**src/verilog/ascm_regs.svh**
```systemverilog
// Register offsets, field positions and reset values of the channel slot map.
`ifndef ASCM_REGS_SVH
`define ASCM_REGS_SVH

// ****************************************************************
// Register offsets
// ****************************************************************
`define ASCM_CHANNEL_SLOT_ASSIGN_CFG_OFS 8'h0B
`define ASCM_CH2_SLOT_CFG_OFS 8'h0C
`define ASCM_CH3_SLOT_CFG_OFS 8'h0D
`define ASCM_CH4_SLOT_CFG_OFS 8'h0E

// ****************************************************************
// Reset values
// ****************************************************************
`define ASCM_CHANNEL_SLOT_ASSIGN_CFG_RST 8'h00
`define ASCM_CH2_SLOT_CFG_RST 8'h01
`define ASCM_CH3_SLOT_CFG_RST 8'h02
`define ASCM_CH4_SLOT_CFG_RST 8'h03

// ****************************************************************
// Field positions
// ****************************************************************
`define ASCM_RSVD_BIT 7
`define ASCM_LINE_SEL_BIT 6
`define ASCM_SLOT_MSB 5
`define ASCM_SLOT_LSB 0
`define ASCM_UNMAPPED_RDATA 8'h00

`endif

```
**src/verilog/ascm_pkg.sv**
```systemverilog
// Types shared by the channel slot map.
`default_nettype none
package ascm_pkg;

	typedef logic [5:0] ascm_slot_t;

	typedef enum logic {
		ASCM_LINE_PRIMARY = 1'b0,
		ASCM_LINE_SECONDARY = 1'b1
	} ascm_line_t;

	typedef enum logic {
		ASCM_FMT_TDM = 1'b0,
		ASCM_FMT_HALF = 1'b1
	} ascm_fmt_t;

endpackage

`default_nettype wire

```
**src/verilog/ascm_slot_map.sv**
```systemverilog
// Channel slot mapping and serial transmit for four audio channels.
//
// What this block does
// - Line select 0 sends channel on primary pin.
// - Line select 1 sends channel on secondary pin.
// - Slot 0-31: TDM slot or left slot.
// - Slot 32-63: TDM slot or right minus 32.
// - Reset maps channels 1-4 to slots 0-3, primary.
// - One byte register per channel, bit 7 zero.
// - Unused cycles drive zero, or release when set.
`timescale 1ns/10ps
`default_nettype none
`include "ascm_regs.svh"

module ascm_slot_map #(
	parameter int SLOT_BITS = 32
) (
	// Clock and reset
	input wire logic clk_i,
	input wire logic reset_i,
	// Register port
	input wire logic [7:0] reg_addr_i,
	input wire logic [7:0] reg_wdata_i,
	input wire logic reg_wr_i,
	output logic [7:0] reg_rdata_o,
	// Format and fill settings
	input wire logic fmt_half_i,
	input wire logic fill_hiz_i,
	// Serial link from the host
	input wire logic bclk_i,
	input wire logic fsync_i,
	// Channel samples
	input wire logic [4*SLOT_BITS-1:0] ch_sample_i,
	// Serial data lines
	output logic prim_data_o,
	output logic prim_oe_o,
	output logic sec_data_o,
	output logic sec_oe_o
);

	localparam int SB = $clog2(SLOT_BITS);
	localparam int PW = 6 + SB + 1;
	localparam logic [7:0] RST_VAL [4] = '{`ASCM_CHANNEL_SLOT_ASSIGN_CFG_RST, `ASCM_CH2_SLOT_CFG_RST,
		`ASCM_CH3_SLOT_CFG_RST, `ASCM_CH4_SLOT_CFG_RST};

	// ****************************************************************
	// Register file
	// ****************************************************************

	function automatic logic [2:0] decode_addr(input logic [7:0] addr);
		case (addr)
			`ASCM_CHANNEL_SLOT_ASSIGN_CFG_OFS: decode_addr = 3'h4;
			`ASCM_CH2_SLOT_CFG_OFS: decode_addr = 3'h5;
			`ASCM_CH3_SLOT_CFG_OFS: decode_addr = 3'h6;
			`ASCM_CH4_SLOT_CFG_OFS: decode_addr = 3'h7;
			default: decode_addr = 3'h0;
		endcase
	endfunction

	logic [7:0] cfg [4];
	logic [2:0] wdec;
	logic [2:0] rdec;

	assign wdec = decode_addr(reg_addr_i);
	assign rdec = decode_addr(reg_addr_i);

	for (genvar g = 0; g < 4; g++) begin : g_ch
		logic [6:0] cfg_r;
		always_ff @(posedge clk_i) begin
			if (reset_i) begin
				cfg_r <= RST_VAL[g][6:0];
			end else if (reg_wr_i && wdec == {1'b1, 2'(g)}) begin
				cfg_r <= reg_wdata_i[6:0];
			end
		end
		// Reserved top bit always reads zero.
		assign cfg[g] = {1'b0, cfg_r};
	end

	always_ff @(posedge clk_i) begin
		if (reset_i) begin
			reg_rdata_o <= `ASCM_UNMAPPED_RDATA;
		end else if (rdec[2]) begin
			reg_rdata_o <= cfg[rdec[1:0]];
		end else begin
			reg_rdata_o <= `ASCM_UNMAPPED_RDATA;
		end
	end

	// ****************************************************************
	// Link synchronisers and edge detect
	// ****************************************************************

	logic bclk_s1_r;
	logic bclk_s2_r;
	logic bclk_s3_r;
	logic fsync_s1_r;
	logic fsync_s2_r;
	logic sync_q_r;
	logic bclk_rise;
	logic bclk_fall;
	logic fs_edge;

	always_ff @(posedge clk_i) begin
		if (reset_i) begin
			bclk_s1_r <= 1'b0;
			bclk_s2_r <= 1'b0;
			bclk_s3_r <= 1'b0;
			fsync_s1_r <= 1'b0;
			fsync_s2_r <= 1'b0;
		end else begin
			bclk_s1_r <= bclk_i;
			bclk_s2_r <= bclk_s1_r;
			bclk_s3_r <= bclk_s2_r;
			fsync_s1_r <= fsync_i;
			fsync_s2_r <= fsync_s1_r;
		end
	end

	assign bclk_rise = bclk_s2_r & ~bclk_s3_r;
	assign bclk_fall = ~bclk_s2_r & bclk_s3_r;
	// TDM frames open on the sync rise; half-frame formats open a half on either sync edge.
	assign fs_edge = (fmt_half_i == ascm_pkg::ASCM_FMT_HALF) ? (fsync_s2_r != sync_q_r) :
		(fsync_s2_r & ~sync_q_r);

	// ****************************************************************
	// Frame position
	// ****************************************************************

	logic [PW-1:0] pos_r;
	logic half_r;
	logic started_r;

	always_ff @(posedge clk_i) begin
		if (reset_i) begin
			sync_q_r <= 1'b0;
			pos_r <= '1;
			half_r <= 1'b0;
			started_r <= 1'b0;
		end else if (bclk_rise) begin
			sync_q_r <= fsync_s2_r;
			if (fs_edge) begin
				pos_r <= '0;
				half_r <= ~fsync_s2_r;
				started_r <= 1'b1;
			end else if (!pos_r[PW-1]) begin
				// Saturates so a frame longer than 64 slots only sends fill.
				pos_r <= PW'(pos_r + 1'b1);
			end
		end
	end

	// ****************************************************************
	// Sample capture
	// ****************************************************************

	logic [SLOT_BITS-1:0] smp_r [4];

	// Samples are captured once per frame so both halves come from one set.
	always_ff @(posedge clk_i) begin
		if (reset_i) begin
			for (int c = 0; c < 4; c++) begin
				smp_r[c] <= '0;
			end
		end else if (bclk_rise && fs_edge && fsync_s2_r) begin
			for (int c = 0; c < 4; c++) begin
				smp_r[c] <= ch_sample_i[c*SLOT_BITS +: SLOT_BITS];
			end
		end
	end

	// ****************************************************************
	// Slot match and line steering
	// ****************************************************************

	ascm_pkg::ascm_slot_t slot_now;
	logic in_range;
	logic [SB-1:0] bit_idx;
	logic prim_hit;
	logic prim_bit;
	logic sec_hit;
	logic sec_bit;

	always_comb begin
		if (fmt_half_i == ascm_pkg::ASCM_FMT_HALF) begin
			slot_now = {half_r, pos_r[SB+4:SB]};
			in_range = started_r & ~pos_r[PW-1] & ~pos_r[SB+5];
		end else begin
			slot_now = pos_r[SB+5:SB];
			in_range = started_r & ~pos_r[PW-1];
		end
		bit_idx = SB'(SLOT_BITS - 1) - pos_r[SB-1:0];
	end

	// Lowest channel wins when two share a slot on the same line.
	always_comb begin
		prim_hit = 1'b0;
		prim_bit = 1'b0;
		sec_hit = 1'b0;
		sec_bit = 1'b0;
		for (int c = 3; c >= 0; c--) begin
			if (in_range && cfg[c][`ASCM_SLOT_MSB:`ASCM_SLOT_LSB] == slot_now) begin
				if (cfg[c][`ASCM_LINE_SEL_BIT] == ascm_pkg::ASCM_LINE_PRIMARY) begin
					prim_hit = 1'b1;
					prim_bit = smp_r[c][bit_idx];
				end else begin
					sec_hit = 1'b1;
					sec_bit = smp_r[c][bit_idx];
				end
			end
		end
	end

	// ****************************************************************
	// Output drive on the falling bit clock edge
	// ****************************************************************

	always_ff @(posedge clk_i) begin
		if (reset_i) begin
			prim_data_o <= 1'b0;
			prim_oe_o <= 1'b0;
			sec_data_o <= 1'b0;
			sec_oe_o <= 1'b0;
		end else if (bclk_fall) begin
			prim_data_o <= prim_hit & prim_bit;
			prim_oe_o <= prim_hit | ~fill_hiz_i;
			sec_data_o <= sec_hit & sec_bit;
			sec_oe_o <= sec_hit | ~fill_hiz_i;
		end
	end

endmodule // ascm_slot_map

`default_nettype wire

```
**config.mk**
```make
export PLATFORM = sky130hd
export DESIGN_NAME = ascm_slot_map
export DESIGN_NICKNAME = d
export VERILOG_FILES = /design/src/verilog/ascm_pkg.sv /design/src/verilog/ascm_slot_map.sv
export VERILOG_INCLUDE_DIRS = /design/src /design/src/verilog
export SDC_FILE = /design/constraint.sdc
export NUM_CORES = 1
export LEC_CHECK = 0
export ABC_AREA = 1
export BUFFER_PORTS_ARGS = -buffer_cell sky130_fd_sc_hd__buf_2
export CAP_MARGIN = 20
export CORE_ASPECT_RATIO = 0.8
export CORE_MARGIN = 4
export CORE_UTILIZATION = 30
export DETAILED_ROUTE_END_ITERATION = 8
export GPL_ROUTABILITY_DRIVEN = 0
export PLACE_DENSITY = 0.59
export SLEW_MARGIN = 25
export SYNTH_ARGS = -nofsm -noshare
export SYNTH_HDL_FRONTEND = slang
export SYNTH_SLANG_ARGS = --single-unit
```
**constraint.sdc**
```tcl
create_clock -name clk_i -period 12.3 [get_ports clk_i]
set_clock_uncertainty 0.2 [all_clocks]
set_input_delay 1.845 -clock clk_i [delete_from_list [all_inputs] [get_ports clk_i]]
set_output_delay 1.845 -clock clk_i [all_outputs]
set_load 0.03 [all_outputs]
```
# After elaboration in Yosys (flattened, before gate mapping)
# Memory sizes are Yosys's and may differ from the RTL's.
# Cells that the tools add are included.
# classes
add_sub_neg,2
magnitude_cmp,2
n_eq_ne,14
mux,58
bitwise_logic,22
n_reduce_logical,13
# ops
operator,count
2-to-1 mux 32 bit,4
2-to-1 mux 1 bit,43
"equality test 8 x 4 -> 1 bit, second input constant",4
equality test 6 bit,4
2-to-1 mux 12 bit,2
binary-select mux 1 bit (select 5 bit),4
binary-select mux 8 bit (select 2 bit),1
2-to-1 mux 8 bit,2
"adder 12 x 1 -> 12 bit, second input constant",1
"equality test 3 bit, second input constant",4
one-hot mux 3 bit (4 select lines),1
logical AND 1 bit,10
inverter 1 bit,8
AND 1 bit,7
"less-than comparator 5 x 6 -> 1 bit, second input constant",1
2-to-1 mux 6 bit,1
OR 1 bit,6
"subtractor 5 bit, first input constant",1
AND reduction 2 bit,2
">= comparator 3 bit, second input constant",1
inverter 2 -> 3 bit,1
"inequality test 2 bit, second input constant",1
OR reduction 2 bit,1
inequality test 1 bit,1
# totals
reg_bits,60
ram_bits,128
out_inout_bits,12
n_memories,1
# memory_table
name,words,word_bits,rd,rd_clocked_by_memory_dff,write_ports,line,source
smp_r,4,32,4,0,4,ascm_slot_map.sv:157,logic [SLOT_BITS-1:0] smp_r [4];

# Longest topological paths before layout
# logic_depth
word_depth,13
depth_mapped,15

# Worst setup path before layout
# OpenSTA, ideal clock, no wires.
# synth_path
path_kind,input -> register
startpoint,in fmt_half_i
endpoint,"mem smp_r[0][0], enable pin"
setup_ps,794
arrival_time_ps,11129
required_ps,11306
setup_slack_ps,177
path_stages,5
path_buffers,0
cell_sequence,inv_1 -> nand2_1 -> o21ai_2 -> inv_1 -> o21ai_0
# synth_rtl
item,line,source
start: declaration,ascm_slot_map.sv:27,"input wire logic fmt_half_i,"
end: declaration,ascm_slot_map.sv:157,

==> flow_metrics.py <==
metrics = {
    "sta": {
        "rsz0062_at_grt": "no",
        "report.final.hold_viol_count": 0,
        "setup-tns-final_ns": 0,
        "period_share": 0.342,
        "final_max_slew_viol_count": 0,
        "post-route-min-period_ns": 4.20,
        "holdWs_ns": 0.208,
        "timing.slew.headroom": 0.397,
        "max_clock_freq_mhz": 238,
        "final_critical_path_setup_slack_ns": 8.10,
        "setup_violations": 0,
        "worst_pin_slew_ns": 0.903,
    },
    "synth": {
        "syn-mean-instance-area_um2": 8.36,
        "synth_enable_flop_cells": 128,
        "synth_top_area_frac": 0.416,
        "syn_area_um2": 9250,
        "async_reset_ff_frac": 0,
        "synth-seq-area-share": 0.543,
        "synthDominantAreaCellType": "sky130_fd_sc_hd__edfxtp_1",
        "synth.ff_latch_count": 187,
        "synth_ff_type": "sky130_fd_sc_hd__edfxtp_1",
        "syn-instance-count": 1106,
        "distinct_cells_synth": 41,
        "main_area_contributors_after_synthesis": "sky130_fd_sc_hd__edfxtp_1, sky130_fd_sc_hd__dfxtp_1, sky130_fd_sc_hd__nand2_1, sky130_fd_sc_hd__inv_1, sky130_fd_sc_hd__nor2_1",
        "yosys.cell_count.top_type": "sky130_fd_sc_hd__nand2_1",
        "syn_nets": 1259,
        "yosysWarningCount": 0,
        "ys_top_cells_by_count": "sky130_fd_sc_hd__nand2_1, sky130_fd_sc_hd__inv_1, sky130_fd_sc_hd__nor2_1",
    },
    "grt": {
        "grt_overflow_total": 0,
        "first_global_vias": 7230,
        "largest_net_degree_at_the_start_of_global_routing": 99,
        "globalRouteTotalUtil": 0.148,
        "antenna_found_initial": 1,
        "first_pass_grt_wire_length_um": 38900,
    },
    "critical_path": {
        "critPathLaunchType": "input port",
        "cp-end-kind": "flop",
        "cp-startpoint": "fmt_half_i",
        "regToRegStartpoint": "fsync_s2_r$_SDFF_PP0_",
        "worst-setup-path-type": "in -> reg",
        "cp_data_arrival_time_ns": 4.07,
        "critical_path_peak_fanout": 53,
        "rr_worst_depth": 6,
        "reg2reg_to": "smp_r[3][13]$_SDFFCE_PN0P_",
        "cp_data_required_time_ns": 12.17,
        "regToRegSetupSlack_ns": 8.95,
    },
    "finish": {
        "final_cells": 1666,
        "final_net_count": 1393,
        "diodes": 0,
        "finalInstanceArea_um2": 10900,
        "drive_above_1_share": 0.192,
        "area.growth.synth_to_final_pct": 18.3,
        "post-route-util": 0.360,
    },
    "drt": {
        "drc": 0,
        "post_drt_wl_per_cell_um": 14.9,
        "detail-route-antenna-nets": 0,
        "count_of_routing_violations_after_the_opening_detailed_route_iteration": 502,
        "detailedRoute.firstPassIterationCount": 6,
        "totalWireLength_um": 24800,
        "post_drt_via_cell_ratio": 4.42,
        "vias": 7361,
    },
    "clock_network": {
        "clkLatencyLatePin_ns": 0.45,
        "cts_made_buffers": 17,
        "cts-root-to-sink-buffers": 2,
        "cts.root.buffer_cell": "sky130_fd_sc_hd__clkbuf_16",
        "htreeDepth": 4,
        "clk_transition_reported_paths_ns": 0.07,
        "tritoncts": "yes",
        "cts.hold.buffers_added": 0,
        "cts_setup_buffers": 0,
        "post_cts_resize_count": 0,
        "clock_sinks": 187,
    },
    "power_and_ir_drop": {
        "total_leakage_power_nw": 5.07,
        "totalPowerFinal_mw": 1.31,
        "max-vdd-ir-drop_mv": 0.0941,
        "total_power_per_unit_cell_area_nw_per_um2": 120,
    },
    "place": {
        "io_buffer_count": 160,
        "hpwl_um": 16600,
        "placement.setup.worst_slack_ns": 7.57,
        "dp_cells": 1633,
        "detailed_place.area_um2": 10400,
    },
    "min_path": {
        "hp-start": "bclk_s1_r$_SDFF_PP0_",
        "hold_path_depth": 2,
        "hp-class": "reg -> reg",
        "hold-path-endpoint": "bclk_s2_r$_SDFF_PP0_",
    },
    "die": {
        "initial_utilization": 0.304,
        "die_y_um": 165,
        "die-area_um2": 33700,
        "coreArea_um2": 30400,
        "top_level_ports": 163,
        "fp.dieW_um": 204,
        "std_cell_rows": 57,
    },
    "run": {
        "maxCapViolCount": 0,
    },
    "outcome": {
        "status": "complete, no violations",
    },
}
[flip-flops by register name, indices dropped and copies added (netlist names), 7 cells and up]
register	count
smp_r	128
g_ch.cfg_r	28
pos_r	12
reg_rdata_o	7
[layout by cell type, fill, tap and decap left out, drive strengths merged, types with 12 or more instances in the layout]
master,synthesis,layout
a21oi,34,34
buf,46,168
clkbuf,7,17
dfxtp,59,59
edfxtp,128,128
inv,200,207
nand2,197,197
nand3,122,122
nor2,194,194
o21ai,56,56
xnor2,12,12
[power breakdown]
part           internal, mW  switching [mW]  total (mW)
Combinational        0.0348          0.0544      0.0892
Sequential            0.686         0.00742       0.694
Clock                 0.266           0.264       0.531
[metal layers]
| layer | global-route usage | share of wire |
|---|---|---|
| met1 | 0.207 | 0.49 |
| met2 | 0.231 | 0.44 |
| met3 | 0.0344 | 0.056 |
| met4 | 0.0417 | 0.013 |
| met5 | 0 | 0.00032 |
[worst max-delay path by stage]
stage,to,cells past startpoint
2_1_floorplan,smp_r[0][0]$_SDFFCE_PN0P_,5
3_3_place_gp,smp_r[3][11]$_SDFFCE_PN0P_,7
3_5_place_dp,smp_r[3][14]$_SDFFCE_PN0P_,7
4_1_cts,smp_r[3][11]$_SDFFCE_PN0P_,7
5_1_grt,smp_r[3][12]$_SDFFCE_PN0P_,7
6_report,smp_r[3][13]$_SDFFCE_PN0P_,7
[layout make-up]
class | count | area (µm²)
multi-input cells | 665 | 3180
inverters | 201 | 759
clock inverters | 15 | 131
clock buffers | 17 | 425
flip-flops and latches | 187 | 5030
fillers | 3208 | 19400
repair buffers | 168 | 901
well taps | 413 | 517
[critical path, stage by stage]
cell and delay (ns):
sky130_fd_sc_hd__buf_2 0.13, sky130_fd_sc_hd__inv_1 0.07, sky130_fd_sc_hd__o21ai_2 0.17, sky130_fd_sc_hd__inv_1 0.12, sky130_fd_sc_hd__o21ai_4 0.45, sky130_fd_sc_hd__buf_4 0.59
sky130_fd_sc_hd__buf_4 0.66
[cell families (layout without fill, tap and decap cells)]
kind of cell    count (synthesis)  after routing  share of synthesized area
buf+inv                       254            401                      0.116
xor+xnor                       19             19                     0.0180
other cells                     1              1                   0.000406
compound gates                113            113                     0.0701
flops                         187            187                      0.543
simple gates                  530            530                      0.250
fa+ha+maj                       2              2                    0.00271
Note: power is estimated with default switching activity, not from simulation.
